$ cat src/hw/bcd_consts.svh
`ifndef BCD_CONSTS_SVH
`define BCD_CONSTS_SVH

// Clock and channel timing
`define BCD_CLK_NS 20
`define BCD_T1_NS 100
`define BCD_T3_NS 100
`define BCD_CLR_NS 1000
`define BCD_T1_CYC ((`BCD_T1_NS + `BCD_CLK_NS - 1) / `BCD_CLK_NS)
`define BCD_T3_CYC ((`BCD_T3_NS + `BCD_CLK_NS - 1) / `BCD_CLK_NS)
`define BCD_CLR_CYC ((`BCD_CLR_NS + `BCD_CLK_NS - 1) / `BCD_CLK_NS)

// Register byte offsets
`define BCD_OFF_CTRL 8'h00
`define BCD_OFF_STAT 8'h04
`define BCD_OFF_RDATA 8'h08

// Control register fields
`define BCD_CTRL_OP 2:0
`define BCD_CTRL_VAL 15:8

// Status register bits
`define BCD_STAT_BUSY 0
`define BCD_STAT_DONE 1
`define BCD_STAT_ATTN 2

// Busy position inside the device status byte
`define BCD_DEV_BUSY_BIT 4

// Idle levels of the inverted channel lines, then zero and one constants
`define BCD_LINE_IDLE 1'b1
`define BCD_BYTE_IDLE 8'hff
`define BCD_WORD_ZERO 32'h0000_0000
`define BCD_BYTE_ZERO 8'h00
`define BCD_CNT_ZERO 8'h00
`define BCD_CNT_ONE 8'h01

`endif

$ cat src/hw/bcd_pkg.sv
package bcd_pkg;

  typedef enum logic [2:0] {
    OP_ADDR   = 3'b000,
    OP_CMD    = 3'b001,
    OP_WRITE  = 3'b010,
    OP_STATUS = 3'b011,
    OP_READ   = 3'b100,
    OP_POLL   = 3'b101,
    OP_ACK    = 3'b110,
    OP_CLEAR  = 3'b111
  } bcd_op_e;

  typedef enum logic [2:0] {
    ST_IDLE    = 3'b000,
    ST_SETUP   = 3'b001,
    ST_STROBE  = 3'b010,
    ST_RELEASE = 3'b011,
    ST_CLEAR   = 3'b100
  } bcd_state_e;

  // Host-driven channel lines, all active low
  typedef struct packed {
    logic [7:0] host_out_lines_n;
    logic address_strobe_n;
    logic data_strobe_n;
    logic command_strobe_n;
    logic status_request_n;
    logic data_request_n;
    logic ack_n;
    logic system_clear_n;
  } bcd_chan_out_s;

  // Device-driven channel lines, all active low
  typedef struct packed {
    logic [7:0] host_in_lines_n;
    logic sync_reply_n;
    logic attention_line_n;
  } bcd_chan_in_s;

endpackage : bcd_pkg

$ cat src/hw/bcd_host.sv
`timescale 1ns/1ps
`include "bcd_consts.svh"

// Behaviour
// - Poll op waits for busy low before reading data; read op does not.
// - Host drops acknowledge after sync; queue clears.
// - Byte leads strobe 100 ns; strobe ends on sync.
// - Byte held 100 ns after strobe removal.
// - Channel lines inverted: ground means one.
module bcd_host (
  // Clock and reset
  input wire logic mclk,
  input wire logic rst,
  // APB slave
  input wire logic psel,
  input wire logic penable,
  input wire logic pwrite,
  input wire logic [7:0] paddr,
  input wire logic [31:0] pwdata,
  output logic [31:0] prdata,
  output logic pready,
  output logic pslverr,
  // Channel
  output bcd_pkg::bcd_chan_out_s chan_out,
  input wire bcd_pkg::bcd_chan_in_s chan_in
);

  // Idle state of every host-driven line
  function automatic bcd_pkg::bcd_chan_out_s idle_lines();
    bcd_pkg::bcd_chan_out_s s;
    s.host_out_lines_n = `BCD_BYTE_IDLE;
    s.address_strobe_n = `BCD_LINE_IDLE;
    s.data_strobe_n = `BCD_LINE_IDLE;
    s.command_strobe_n = `BCD_LINE_IDLE;
    s.status_request_n = `BCD_LINE_IDLE;
    s.data_request_n = `BCD_LINE_IDLE;
    s.ack_n = `BCD_LINE_IDLE;
    s.system_clear_n = `BCD_LINE_IDLE;
    return s;
  endfunction : idle_lines

  // Drive the control line that belongs to an operation
  function automatic bcd_pkg::bcd_chan_out_s set_strobe(
    input bcd_pkg::bcd_chan_out_s s_in,
    input bcd_pkg::bcd_op_e op,
    input logic phase,
    input logic on
  );
    bcd_pkg::bcd_chan_out_s s;
    logic lvl;
    s = s_in;
    lvl = ~on;
    case (op)
      bcd_pkg::OP_ADDR: s.address_strobe_n = lvl;
      bcd_pkg::OP_CMD: s.command_strobe_n = lvl;
      bcd_pkg::OP_WRITE: s.data_strobe_n = lvl;
      bcd_pkg::OP_STATUS: s.status_request_n = lvl;
      bcd_pkg::OP_READ: s.data_request_n = lvl;
      bcd_pkg::OP_POLL: begin
        if (phase) begin
          s.data_request_n = lvl;
        end else begin
          s.status_request_n = lvl;
        end
      end
      bcd_pkg::OP_ACK: s.ack_n = lvl;
      default: s.system_clear_n = lvl;
    endcase
    return s;
  endfunction : set_strobe

  // Synchronised channel inputs
  bcd_pkg::bcd_chan_in_s in_s;

  bcd_sync #(
    .W($bits(bcd_pkg::bcd_chan_in_s))
  ) u_sync (
    .mclk(mclk),
    .rst(rst),
    .d(chan_in),
    .q(in_s)
  );

  logic sync_seen;
  logic attn_seen;
  logic [7:0] in_byte;

  always_comb begin
    sync_seen = ~in_s.sync_reply_n;
    attn_seen = ~in_s.attention_line_n;
    in_byte = ~in_s.host_in_lines_n;
  end

  // Sequencer state
  bcd_pkg::bcd_state_e state_r;
  bcd_pkg::bcd_state_e state_nxt;
  bcd_pkg::bcd_op_e op_r;
  bcd_pkg::bcd_op_e op_nxt;
  logic phase_r;
  logic phase_nxt;
  logic [7:0] cnt_r;
  logic [7:0] cnt_nxt;
  logic [7:0] rdata_r;
  logic [7:0] rdata_nxt;
  bcd_pkg::bcd_chan_out_s out_r;
  bcd_pkg::bcd_chan_out_s out_nxt;
  logic fin;

  // Register bus state
  logic [31:0] prdata_r;
  logic [31:0] prdata_nxt;
  logic pready_r;
  logic pready_nxt;
  logic pslverr_r;
  logic pslverr_nxt;
  logic done_r;
  logic done_nxt;
  logic start;
  bcd_pkg::bcd_op_e start_op;
  logic [7:0] start_val;

  logic is_output_op;

  always_comb begin
    is_output_op = is_out_op(start_op);
  end

  always_comb begin
    state_nxt = state_r;
    op_nxt = op_r;
    phase_nxt = phase_r;
    cnt_nxt = cnt_r;
    rdata_nxt = rdata_r;
    out_nxt = out_r;
    fin = 1'b0;
    case (state_r)
      bcd_pkg::ST_IDLE: begin
        if (start) begin
          op_nxt = start_op;
          phase_nxt = 1'b0;
          if (start_op == bcd_pkg::OP_CLEAR) begin
            out_nxt.system_clear_n = 1'b0;
            cnt_nxt = 8'(`BCD_CLR_CYC);
            state_nxt = bcd_pkg::ST_CLEAR;
          end else if (is_output_op) begin
            out_nxt.host_out_lines_n = ~start_val;
            cnt_nxt = 8'(`BCD_T1_CYC);
            state_nxt = bcd_pkg::ST_SETUP;
          end else begin
            // Input lines idle at zero so acks read the strap
            out_nxt = set_strobe(out_r, start_op, 1'b0, 1'b1);
            state_nxt = bcd_pkg::ST_STROBE;
          end
        end
      end
      bcd_pkg::ST_SETUP: begin
        if (cnt_r == `BCD_CNT_ZERO) begin
          out_nxt = set_strobe(out_r, op_r, phase_r, 1'b1);
          state_nxt = bcd_pkg::ST_STROBE;
        end else begin
          cnt_nxt = cnt_r - `BCD_CNT_ONE;
        end
      end
      bcd_pkg::ST_STROBE: begin
        // Device sync comes after its byte has settled
        if (sync_seen) begin
          out_nxt = set_strobe(out_r, op_r, phase_r, 1'b0);
          if (!is_out_op(op_r)) begin
            rdata_nxt = in_byte;
          end
          cnt_nxt = 8'(`BCD_T3_CYC);
          state_nxt = bcd_pkg::ST_RELEASE;
        end
      end
      bcd_pkg::ST_RELEASE: begin
        if (cnt_r != `BCD_CNT_ZERO) begin
          cnt_nxt = cnt_r - `BCD_CNT_ONE;
        end else if (!sync_seen) begin
          out_nxt.host_out_lines_n = `BCD_BYTE_IDLE;
          if (op_r == bcd_pkg::OP_POLL && !phase_r) begin
            // Keep asking status until busy reads low
            if (rdata_r[`BCD_DEV_BUSY_BIT]) begin
              out_nxt = set_strobe(idle_lines(), op_r, 1'b0, 1'b1);
            end else begin
              phase_nxt = 1'b1;
              out_nxt = set_strobe(idle_lines(), op_r, 1'b1, 1'b1);
            end
            state_nxt = bcd_pkg::ST_STROBE;
          end else begin
            fin = 1'b1;
            phase_nxt = 1'b0;
            state_nxt = bcd_pkg::ST_IDLE;
          end
        end
      end
      bcd_pkg::ST_CLEAR: begin
        if (cnt_r == `BCD_CNT_ZERO) begin
          out_nxt.system_clear_n = `BCD_LINE_IDLE;
          fin = 1'b1;
          state_nxt = bcd_pkg::ST_IDLE;
        end else begin
          cnt_nxt = cnt_r - `BCD_CNT_ONE;
        end
      end
      default: begin
        out_nxt = idle_lines();
        state_nxt = bcd_pkg::ST_IDLE;
      end
    endcase
  end

  // Output-direction operation test
  function automatic logic is_out_op(input bcd_pkg::bcd_op_e op);
    return (op == bcd_pkg::OP_ADDR) || (op == bcd_pkg::OP_CMD) ||
           (op == bcd_pkg::OP_WRITE);
  endfunction : is_out_op

  always_ff @(posedge mclk) begin
    if (rst) begin
      state_r <= bcd_pkg::ST_IDLE;
      op_r <= bcd_pkg::OP_ADDR;
      phase_r <= 1'b0;
      cnt_r <= `BCD_CNT_ZERO;
      rdata_r <= `BCD_BYTE_ZERO;
      out_r <= idle_lines();
    end else begin
      state_r <= state_nxt;
      op_r <= op_nxt;
      phase_r <= phase_nxt;
      cnt_r <= cnt_nxt;
      rdata_r <= rdata_nxt;
      out_r <= out_nxt;
    end
  end

  // APB slave: one wait state, decision made in first access cycle
  logic acc_first;
  logic acc_done;
  logic hit_ctrl;
  logic hit_stat;
  logic hit_rdata;
  logic clr_done;

  always_comb begin
    acc_first = psel && penable && !pready_r;
    acc_done = psel && penable && pready_r;
    hit_ctrl = (paddr == `BCD_OFF_CTRL);
    hit_stat = (paddr == `BCD_OFF_STAT);
    hit_rdata = (paddr == `BCD_OFF_RDATA);
    start_op = bcd_pkg::bcd_op_e'(pwdata[`BCD_CTRL_OP]);
    start_val = pwdata[`BCD_CTRL_VAL];
    start = acc_done && pwrite && hit_ctrl && !pslverr_r;
    clr_done = acc_done && pwrite && hit_stat && pwdata[`BCD_STAT_DONE];
  end

  always_comb begin
    prdata_nxt = prdata_r;
    pready_nxt = 1'b0;
    pslverr_nxt = 1'b0;
    // Completion outranks a software clear in the same cycle
    done_nxt = fin || (done_r && !clr_done);
    if (acc_first) begin
      pready_nxt = 1'b1;
      prdata_nxt = `BCD_WORD_ZERO;
      if (hit_ctrl) begin
        pslverr_nxt = pwrite && (state_r != bcd_pkg::ST_IDLE);
      end else if (hit_stat) begin
        prdata_nxt[`BCD_STAT_BUSY] = (state_r != bcd_pkg::ST_IDLE);
        prdata_nxt[`BCD_STAT_DONE] = done_r;
        prdata_nxt[`BCD_STAT_ATTN] = attn_seen;
      end else if (hit_rdata) begin
        prdata_nxt[7:0] = rdata_r;
        pslverr_nxt = pwrite;
      end else begin
        pslverr_nxt = 1'b1;
      end
    end else if (acc_done) begin
      pslverr_nxt = 1'b0;
    end
  end

  always_ff @(posedge mclk) begin
    if (rst) begin
      prdata_r <= `BCD_WORD_ZERO;
      pready_r <= 1'b0;
      pslverr_r <= 1'b0;
      done_r <= 1'b0;
    end else begin
      prdata_r <= prdata_nxt;
      pready_r <= pready_nxt;
      pslverr_r <= pslverr_nxt;
      done_r <= done_nxt;
    end
  end

  assign prdata = prdata_r;
  assign pready = pready_r;
  assign pslverr = pslverr_r;
  assign chan_out = out_r;

endmodule : bcd_host

$ cat src/hw/bcd_sync.sv
`timescale 1ns/1ps

module bcd_sync #(
  parameter int W = 10
) (
  // Clock and reset
  input wire logic mclk,
  input wire logic rst,
  // Asynchronous in, synchronous out
  input wire logic [W-1:0] d,
  output logic [W-1:0] q
);

  logic [W-1:0] meta_r;
  logic [W-1:0] meta_nxt;
  logic [W-1:0] q_r;
  logic [W-1:0] q_nxt;

  always_comb begin
    meta_nxt = d;
    q_nxt = meta_r;
  end

  // Idle level is all ones on the inverted channel
  always_ff @(posedge mclk) begin
    if (rst) begin
      meta_r <= '1;
      q_r <= '1;
    end else begin
      meta_r <= meta_nxt;
      q_r <= q_nxt;
    end
  end

  assign q = q_r;

endmodule : bcd_sync

$ cat config.mk
export PLATFORM = sky130hd
export DESIGN_NAME = bcd_host
export DESIGN_NICKNAME = d
export VERILOG_FILES = /design/src/hw/bcd_pkg.sv /design/src/hw/bcd_host.sv /design/src/hw/bcd_sync.sv
export VERILOG_INCLUDE_DIRS = /design/src /design/src/hw
export SDC_FILE = /design/constraint.sdc
export NUM_CORES = 1
export LEC_CHECK = 0
export ABC_AREA = 1
export BUFFER_PORTS_ARGS = -buffer_cell sky130_fd_sc_hd__buf_4
export CAP_MARGIN = 40
export CORE_ASPECT_RATIO = 0.6
export CORE_MARGIN = 8
export CORE_UTILIZATION = 52
export DETAILED_ROUTE_END_ITERATION = 8
export PLACE_DENSITY = 0.88
export SETUP_SLACK_MARGIN = 0.05
export SLEW_MARGIN = 0
export SYNTH_ARGS = -nofsm -noshare
export SYNTH_HDL_FRONTEND = slang
export SYNTH_HIERARCHICAL = 1
export SYNTH_SLANG_ARGS = --single-unit
$ cat constraint.sdc
create_clock -name mclk -period 1.95 [get_ports mclk]
set_clock_uncertainty 0.2 [all_clocks]
set_input_delay 0.2925 -clock mclk [delete_from_list [all_inputs] [get_ports mclk]]
set_output_delay 0.2925 -clock mclk [all_outputs]
set_load 0.01 [all_outputs]
# Yosys cells after proc, flatten, opt, wreduce, memory -nomap -nowiden
# Cells that the tools add are included.
[totals]
regBits = 69
input_bits = 55
out_inout_bits = 49
elab_cells = 221
[op_classes]
addsub = 1
n_eq_ne = 59
n_mux = 84
n_bitwise = 9
n_reduce_logical = 49
[ops]
columns = ["op", "count"]
rows = [
  ["$mux W8", 9],
  ["$pmux W14 S5", 1],
  ["$reduce_and A12 Y1", 4],
  ["$ne A2 B2 Y1 const B", 23],
  ["$mux W1", 45],
  ["$mux W15", 3],
  ["$pmux W8 S4", 1],
  ["$mux W7", 4],
  ["$reduce_and A14 Y1", 2],
  ["$eq A3 B3 Y1 const B", 8],
  ["$mux W3", 8],
  ["$ne A3 B3 Y1 const B", 8],
  ["$eq A3 B2 Y1 const B", 6],
  ["$logic_not A8 Y1", 2],
  ["$not A8 Y8", 2],
  ["$pmux W3 S5", 1],
  ["$mux W14", 1],
  ["$reduce_or A7 Y1", 2],
  ["$ne A3 B2 Y1 const B", 4],
  ["$pmux W1 S2", 6],
  ["$reduce_and A6 Y1", 2],
  ["$logic_and A1 B1 Y1", 11],
  ["$reduce_and A11 Y1", 1],
  ["$ne A2 B1 Y1 const B", 5],
  ["21 further kinds", 43],
]

# Longest topological paths before layout
# Gate-level depths: netlist (run 1).
[logic_depth]
word_depth = 8
depth_mapped = 11
ltp_nobuf = 11

# Modules after synthesis
# Netlist (run 1), hierarchy kept.
[modules_own_cells]
columns = ["mod", "n_inst", "cells_per_inst", "area_per_inst_um2", "seq_area_each_um2"]
rows = [
  ["bcd_host", 1, 435, 2877.8, 980.9],
  ["bcd_sync", 1, 63, 579.3, 400.4],
]

# Least setup slack after synthesis (run 1)
# Ideal clock, no wire load.
[synth_timing]
kind = "reg2reg"
from = "reg cnt_r[0]"
to = "reg out_r (netlist bit chan_out[13])"
setup_time_ps = 123
arrival_ps = 1372
required_time_ps = 1627
setup_slack_ps = 255
path_stages_with_launch = 11
n_path_buf = 1
synth_period_minus_slack_ps = 1695
path_cell_list = "dfxtp_1 -> inv_1 -> ha_1 -> nand2_1 -> nor2_4 -> nor2_1 -> nor2_2 -> nand3_4 -> buf_6 -> a21oi_1 -> o21ai_0"
[synth_between]
elab_chain_len = 3
[synth_lines]
columns = ["item", "line", "source"]
rows = [
  ["from (decl)", "bcd_host.sv:101", "logic [7:0] cnt_r;"],
  ["from (signal assigned)", "bcd_host.sv:223", "cnt_r <= `BCD_CNT_ZERO;"],
  ["from (signal assigned)", "bcd_host.sv:230", "cnt_r <= cnt_nxt;"],
  ["$reduce_bool A8 Y1 (no line)", "n/a", ""],
  ["$ne A2 B2 Y1 (no line)", "n/a", ""],
  ["$reduce_and A8 Y1 (no line)", "n/a", ""],
  ["to (signal assigned)", "bcd_host.sv:225", "out_r <= idle_lines();"],
  ["to (signal assigned)", "bcd_host.sv:232", "out_r <= out_nxt;"],
  ["to (decl)", "bcd_host.sv:105", "bcd_pkg::bcd_chan_out_s out_r;"],
]
# Every way passes these cells.
# A chain may end at the register's enable or synchronous reset.

# Worst setup path in the final report (run 1)
[layout_timing]
from = "reg state_r[1]"
to = "reg out_r (netlist bit chan_out[6])"
[layout_between]
elab_chain_len = 3
elab_cells_between_ends = 19
cone_classes = "eq/ne: 15; mux: 1; bitwise: 1; reduce/logical: 2"
[layout_lines]
columns = ["item", "line", "source"]
rows = [
  ["from (decl)", "bcd_host.sv:95", "bcd_pkg::bcd_state_e state_r;"],
  ["from (signal assigned)", "bcd_host.sv:220", "state_r <= bcd_pkg::ST_IDLE;"],
  ["from (signal assigned)", "bcd_host.sv:227", "state_r <= state_nxt;"],
  ["$eq A3 B2 Y1 (tied with other cells)", "bcd_host.sv:136", "case (state_r)"],
  ["$ne A2 B2 Y1 (no line) (tied with other cells)", "n/a", ""],
  ["$reduce_and A12 Y1 (no line)", "n/a", ""],
]
# Several ways; a longest one is shown, not always the timed one.

==> results of run 1 <==
[what timing repair did]
| action | 4_1_cts | 5_1_grt |
|---|---|---|
| cloned | 1 | 1 |
| pin swaps | 1 | 7 |
| endpoints found under the hold margin | 16 | 0 |
| hold buffers | 16 | 0 |
| buffers inserted | 0 | 4 |
| endpoints found under the setup margin | 12 | 28 |
| gates resized for setup | 3 | 31 |
[worst paths after layout]
| kind | cells past startpoint | start | slack (ps) | end |
|---|---|---|---|---|
| worst max-delay path | 9 | state_r[1]$_SDFFE_PP0P_ | 140 | chan_out[6]$_SDFFE_PP1P_ |
| worst min-delay path | 3 | pwrite | 40 | pslverr$_SDFF_PP0_ |
| worst max register to register | 9 | state_r[1]$_SDFFE_PP0P_ | 140 | chan_out[6]$_SDFFE_PP1P_ |
| worst min register to register | 1 | u_sync/q[9]$_SDFF_PP1_ | 200 | rdata_r[7]$_SDFFE_PP0P_ |
[power breakdown]
| group | total, W | internal [W] | switching [W] |
|---|---|---|---|
| Clock | 0.00115 | 0.000506 | 0.000641 |
| Sequential | 0.00183 | 0.00165 | 0.000179 |
| Combinational | 0.00257 | 0.00102 | 0.00156 |
| Total | 0.00555 | 0.00317 | 0.00238 |
[sequential cells by signal, summed over array words and instances (netlist names)]
name,flops
pready,1
u_sync/q,10
prdata,8
state_r,3
done_r,1
phase_r,1
rdata_r,8
chan_out,15
u_sync/meta_r,10
pslverr,1
op_r,3
cnt_r,8
[logic make-up after synthesis]
group                    synth area share, %
AND/OR/NAND/NOR                         30.6
buffers and inverters                   13.1
AO/OA/AOI/OAI                           14.8
XOR/XNOR                               0.760
other                                  0.108
adder cells (fa/ha/maj)                0.724
flip-flops                              40.0
[per-layer routing]
layer	vias to the layer above	track usage, %	wire length, um
met5	-	0	0
met3	15	8.99	1130
met4	0	6.24	152
met2	167	29.9	4030
li1	1764	-	-
met1	1608	22.1	4000
[synthesized netlist by cell type, types with 2 or more instances]
| library cell | count | area (sq um) |
|---|---|---|
| sky130_fd_sc_hd__nand2_1 | 124 | 465 |
| sky130_fd_sc_hd__dfxtp_1 | 69 | 1380 |
| sky130_fd_sc_hd__nor2_1 | 51 | 191 |
| sky130_fd_sc_hd__nand3_1 | 48 | 240 |
| sky130_fd_sc_hd__inv_1 | 47 | 176 |
| sky130_fd_sc_hd__a21oi_1 | 38 | 190 |
| sky130_fd_sc_hd__o21ai_0 | 38 | 190 |
| sky130_fd_sc_hd__buf_4 | 27 | 203 |
| sky130_fd_sc_hd__o21a_1 | 8 | 60.1 |
| sky130_fd_sc_hd__inv_2 | 5 | 18.8 |
| sky130_fd_sc_hd__nor2_2 | 5 | 31.3 |
| sky130_fd_sc_hd__nor3_1 | 5 | 25.0 |
| sky130_fd_sc_hd__buf_6 | 3 | 33.8 |
| sky130_fd_sc_hd__nand4_1 | 3 | 18.8 |
| sky130_fd_sc_hd__nor2_4 | 3 | 33.8 |
| sky130_fd_sc_hd__o211ai_1 | 3 | 22.5 |
| sky130_fd_sc_hd__xor2_1 | 3 | 26.3 |
| sky130_fd_sc_hd__clkbuf_1 | 2 | 7.51 |
| sky130_fd_sc_hd__ha_1 | 2 | 25.0 |
| sky130_fd_sc_hd__nand2_2 | 2 | 12.5 |
[through the flow]
step	power [W]	instance area, sq um	setup WS [ps]
after floorplan	0.00340	3540	255
after global placement	0.00399	3990	22.4
after detailed placement	0.00408	3990	-5.86
after CTS	0.00531	4360	55.4
after global routing	0.00598	4480	-3.77
final	0.00555	4480	140
[tightest hold or removal path, delay by kind of cell]
kind | cells | cell delay, ps
AO/OA/AOI/OAI | 1 | 50
buffers and inverters | 1 | 110
AND/OR/NAND/NOR | 1 | 100
[layout make-up]
| class | count | area, sq um | area share (%) |
|---|---|---|---|
| Timing Repair Buffer | 97 | 781 | 17.4 |
| Multi-Input combinational cell | 367 | 1810 | 40.3 |
| Sequential cell | 69 | 1390 | 31.0 |
| Inverter | 53 | 199 | 4.44 |
| Tap cell | 87 | 109 | 2.43 |
| Clock buffer | 9 | 124 | 2.76 |
| Clock inverter | 7 | 75.1 | 1.68 |
==> summary.txt, run 1 <==
Outcome
  – Result of the run: completed

Clocking
  – Number of buffers inserted during clock tree synthesis: 9
  – Clock root buffer master: sky130_fd_sc_hd__clkbuf_8
  – Latest clock arrival within the worst-skew pair: 360 ps
  – Maximum number of buffers from clock root to sink: 2
  – Clk sinks: 69
  – Clock transition at the register clock pins on the worst setup and hold paths after CTS: 80 ps
  – Clock tree from TritonCTS: done
  – Deepest level of the CTS H-tree: 3

Synth
  – Netlist Area Pre-Place: approximately 3500 sq um
  – Seq cells post-synth: 69
  – Number of synthesized flops with an enable pin: 0
  – Number of warnings issued by yosys: 6
  – Proportion of synthesized chip area in sequential cells: roughly 40%
  – Post-synthesis async set-or-reset flop share: 0%
  – Cell variety after synth: 32
  – Most used flip-flop cell after synthesis: sky130_fd_sc_hd__dfxtp_1
  – Cells after synthesis: 498
  – Average size of a mapped cell: just under 7 sq um

Detailed routing
  – Vias per cell: 5.16
  – Average detailed-routed wire length per instance: between 10 and 15 um
  – DR vias: 3554
  – DRC marker count from the first detailed-route iteration: 270
  – Remaining antenna violation count: 0
  – Number of DRC violations after detailed routing: 0
  – Total routed wirelength: around 9300 um
  – TritonRoute pass-1 iters: 5

Timing
  – Part of the cycle the worst path needs: between 90 and 100%
  – Unrepaired setup endpoints after global routing: yes
  – TNS Setup: 0 ps
  – Number of max-slew violations in the final report: 0
  – Number of hold-slack violations in the final timing report: 0
  – Worst Hold Slack: 35.9 ps
  – Final count of negative-setup-slack endpoints: 0
  – Max Freq: 553 MHz
  – Shortest period the worst path allows: 1810 ps

Critical path
  – Critical path data required time: 1990 ps
  – Stage delay of the slowest cell on the critical path: approximately 440 ps
  – Setup crit end kind: flop
  – Crit path DAT: 1850 ps
  – Largest fanout of any net on the critical path: 7
  – Critical path class: reg -> reg
  – Crit path buf inv count: 0
  – Crit path top cell by count: sky130_fd_sc_hd__nor2_1
  – CP top delay family: simple AND/OR/NAND/NOR gates
  – Slowest library cell on the worst path: sky130_fd_sc_hd__dfxtp_2
  – Crit-path cells: nor2_4 > nand2_2 > nor2_1 > nor2_1 > nand3_1 > nor2_1 > nand2_1 > nand2_1 > nand3_1
  – Kind of launch point of the worst setup path: flop

Placement
  – Number of port buffers: 58
  – Detailed Place HPWL: 6600 um
  – Routability congestion estimate from global placement: about 0.93
  – Placed Instances: 651

Layout
  – Final cell count without fillers: 689
  – Share of cells above drive strength 1: 24.1%
  – Most common library cell in the layout ignoring fill and taps: sky130_fd_sc_hd__nand2_1
  – Commonest cells after routing, fill and taps aside: 120 x sky130_fd_sc_hd__nand2_1, 80 x sky130_fd_sc_hd__buf_4, 64 x sky130_fd_sc_hd__dfxtp_1
  – Area grow syn2layout: 29.6%
  – Number of nets at the end of the flow: 654
  – Antenna diode instance count: 0
  – Fill count: 544
  – Util after Layout: 68.3%

Power
  – Power density cells: ~1200 nW/um^2
  – Max rail drop VDD: approximately 700 uV
  – Leakage dissipation: around 2.1 nW

Global route
  – Maximum number of pins on one net before global-route repair: 21
  – Overall routing resource usage: 18.9%
  – Initial antenna violation count: 0
  – First-pass GRT wire length: 14700 um
  – Number of global-route vias before repair: 3336
  – Total congestion overflow: 0

Die
  – Std-Cell Core Area: between 6000 and 7000 sq um
  – Starting density of the core: 52.7%
  – Total number of placement rows: 23
  – Vert. Die Dim: 79.2 um
  – Area enclosed by the die boundary: 9600 sq um
  – Horizontal die dimension: about 120 um
  – I/O pin total: 104

Run
  – Max-cap viol count: 0

Hold path
  – Tightest Hold Check Type: in -> reg
Power figures use the tool's default switching activity.
==> inputs of run 2 (changes only) <==
--- a/config.mk
+++ b/config.mk
@@ -9,11 +9,14 @@
 export ABC_AREA = 1
 export BUFFER_PORTS_ARGS = -buffer_cell sky130_fd_sc_hd__buf_4
 export CAP_MARGIN = 40
+export CELL_PAD_IN_SITES_DETAIL_PLACEMENT = 0
+export CELL_PAD_IN_SITES_GLOBAL_PLACEMENT = 1
 export CORE_ASPECT_RATIO = 0.6
 export CORE_MARGIN = 8
-export CORE_UTILIZATION = 52
+export CORE_UTILIZATION = 36
+export CTS_CLUSTER_DIAMETER = 40
 export DETAILED_ROUTE_END_ITERATION = 8
-export PLACE_DENSITY = 0.88
+export PLACE_DENSITY = 0.87
 export SETUP_SLACK_MARGIN = 0.05
 export SLEW_MARGIN = 0
 export SYNTH_ARGS = -nofsm -noshare
==> summary.txt, run 2 (same netlist as run 1, synthesis figures left out) <==
Clocking
  – Clock tree from TritonCTS: done
  – Number of buffers inserted during clock tree synthesis: 9 (unchanged)
  – Latest clock arrival within the worst-skew pair: 330 ps (-30 ps)
  – Deepest level of the CTS H-tree: 3 (unchanged)
  – Maximum number of buffers from clock root to sink: 2 (unchanged)
  – Clk sinks: 69 (unchanged)
  – Clock transition at the register clock pins on the worst setup and hold paths after CTS: 60 ps (-20 ps)
  – Clock root buffer master: sky130_fd_sc_hd__clkbuf_16

Placement
  – Number of port buffers: 58 (unchanged)
  – Detailed Place HPWL: 6820 um (+3.2%)
  – Worst setup slack after placement: 50.6 ps (+56.5 ps)
  – Routability congestion estimate from global placement: 0.938 (+0.78%)

Layout
  – Footprint of the flip-flops and latches: 1390 sq um (-0.18%)
  – Commonest cells after routing, fill and taps aside: 119 x sky130_fd_sc_hd__nand2_1, 89 x sky130_fd_sc_hd__buf_4, 66 x sky130_fd_sc_hd__dfxtp_1
  – Fill count: 926 (+70%)
  – Most common library cell in the layout ignoring fill and taps: sky130_fd_sc_hd__nand2_1
  – Number of flip-flops in the largest register: 15 (unchanged)
  – Multi-input logic area: 1800 sq um (-0.55%)
  – Area grow syn2layout: 32.9%
  – Antenna diode instance count: 0 (unchanged)
  – Number of nets at the end of the flow: 656 (+0.31%)
  – Share of cells above drive strength 1: 24.5% (+0.42 points)

Critical path
  – Kind of launch point of the worst setup path: flop
  – Crit path DAT: 1930 ps (+80 ps)
  – Setup crit end kind: flop
  – Largest fanout of any net on the critical path: 11 (+4)
  – Critical path class: reg -> reg
  – Critical path data required time: 2010 ps (+20 ps)

Power
  – Internal Dissipation: 0.00359 W (+13%)
  – Sequential fraction of design power: 30.7% (-2.2 points)
  – Power density cells: 1290 nW/um^2 (+4.0%)
  – Leakage dissipation: 2.17 nW (+2.0%)
  – Sw Share: 39.3% (-3.6 points)
  – NetSw: 0.00232 W (-2.3%)
  – Relative contribution of combinational cells to total power: 43.9% (-2.5 points)
  – Relative contribution of the clock network to total power: 25.5% (+4.8 points)
  – Max rail drop VDD: 885 uV (+24%)

Global route
  – Initial antenna violation count: 0 (unchanged)
  – Overall routing resource usage: 13.9% (-4.9 points)
  – Total congestion overflow: 0 (unchanged)
  – Number of global-route vias before repair: 3151 (-5.5%)
  – Maximum number of pins on one net before global-route repair: 25 (+19%)
  – First-pass GRT wire length: 14800 um (+0.61%)

Detailed routing
  – Total routed wirelength: 9260 um (-0.63%)
  – Vias per cell: 4.74 (-8.0%)
  – Average detailed-routed wire length per instance: 12.6 um (-6.7%)
  – DRC marker count from the first detailed-route iteration: 309 (+14%)
  – DR vias: 3482 (-2.0%)
  – Remaining antenna violation count: 0 (unchanged)
  – TritonRoute pass-1 iters: 5 (unchanged)
  – Number of DRC violations after detailed routing: 0 (unchanged)

Timing
  – Final count of negative-setup-slack endpoints: 0 (unchanged)
  – Smallest setup slack after layout: 82.2 ps (-58.2 ps)
  – Number of hold-slack violations in the final timing report: 0 (unchanged)
  – Number of max-slew violations in the final report: 0 (unchanged)
  – Unrepaired setup endpoints after global routing: yes
  – Part of the cycle the worst path needs: 95.8% (+3.0 points)
  – TNS Setup: 0 ps (unchanged)
  – Shortest period the worst path allows: 1870 ps (+58.2 ps)
  – Max Freq: 535 MHz (-3.1%)

Die
  – Total number of placement rows: 27 (+17%)
  – Std-Cell Core Area: 9260 sq um (+41%)
  – Horizontal die dimension: 143 um (+18%)
  – Area enclosed by the die boundary: 13100 sq um (+36%)
  – I/O pin total: 104 (unchanged)
  – Vert. Die Dim: 91.9 um (+16%)
  – Starting density of the core: 37.3% (-15 points)

Outcome
  – Result of the run: completed

Hold path
  – Tightest Hold Check Type: in -> reg

Run
  – Max-cap viol count: 0 (unchanged)
-- run 2: area by class of cell --
class                   instances  area share [%]
inverters                      53            4.39
clock inverters                 4           0.708
clock buffers                  12            5.37
flip-flops and latches         69            30.2
repair buffers                 99            16.7
well taps                     130            3.54
multi-input cells             367            39.1
-- run 2: worst max-delay path: stages, from the launching register on --
cell and delay, ps:
sky130_fd_sc_hd__dfxtp_1 420, sky130_fd_sc_hd__nand2_1 110, sky130_fd_sc_hd__nor2_1 110, sky130_fd_sc_hd__buf_4 200, sky130_fd_sc_hd__inv_2 60, sky130_fd_sc_hd__nor2_1 190, sky130_fd_sc_hd__nor2_4 100, sky130_fd_sc_hd__buf_4 150
sky130_fd_sc_hd__nand3_1 70, sky130_fd_sc_hd__nand2_1 50, sky130_fd_sc_hd__a21oi_1 130
-- run 2: power groups by stage --
stage	Clock, W	Combinational [W]	Sequential (W)
2_1_floorplan	0	0.00153	0.00187
3_3_place_gp	0	0.00235	0.00181
3_5_place_dp	0	0.00237	0.00182
4_1_cts	0.00155	0.00241	0.00179
5_1_grt	0.00161	0.00292	0.00184
6_report	0.00150	0.00260	0.00181
-- run 2: path summary, 6_finish.rpt --
check                           slack, ps                        end  depth (start not counted)                    start
worst min-delay path                   50  chan_out[14]$_SDFFE_PP1P_                          3               pwdata[15]
worst max-delay path                   80       phase_r$_SDFFE_PP0P_                         10  state_r[0]$_SDFFE_PP0P_
worst min register to register        200    rdata_r[3]$_SDFFE_PP0P_                          1   u_sync/q[5]$_SDFF_PP1_
worst max register to register         80       phase_r$_SDFFE_PP0P_                         10  state_r[0]$_SDFFE_PP0P_
-- run 2: per-layer routing --
metal / track usage, % / vias to the layer above / routed length, um
met1: 18.7 / 1585 / 4480
met5: 0 / - / 0
li1: - / 1768 / -
met2: 19.7 / 120 / 3760
met3: 5.85 / 9 / 939
met4: 4.22 / 0 / 85
-- run 2: per-stage QoR --
step	area [sq um]	power [W]	hold slack, ps	cells	util, %
floorplan	3540	0.00340	173	521	-
global placement	4110	0.00416	186	704	44.4
finish	4590	0.00591	46.4	734	49.6
CTS	4490	0.00574	39.3	730	48.5
global route	4590	0.00637	66.3	734	49.6
detailed placement	4110	0.00419	188	704	44.4
-- run 2: timing repair --
action / 4_1_cts / 5_1_grt
pin swaps: 0 / 8
setup endpoints to repair: 2 / 27
endpoints found under the hold margin: 10 / 0
hold buffers: 10 / 0
gates resized for setup: 1 / 29
buffers inserted: 0 / 2
gates cloned: 0 / 2
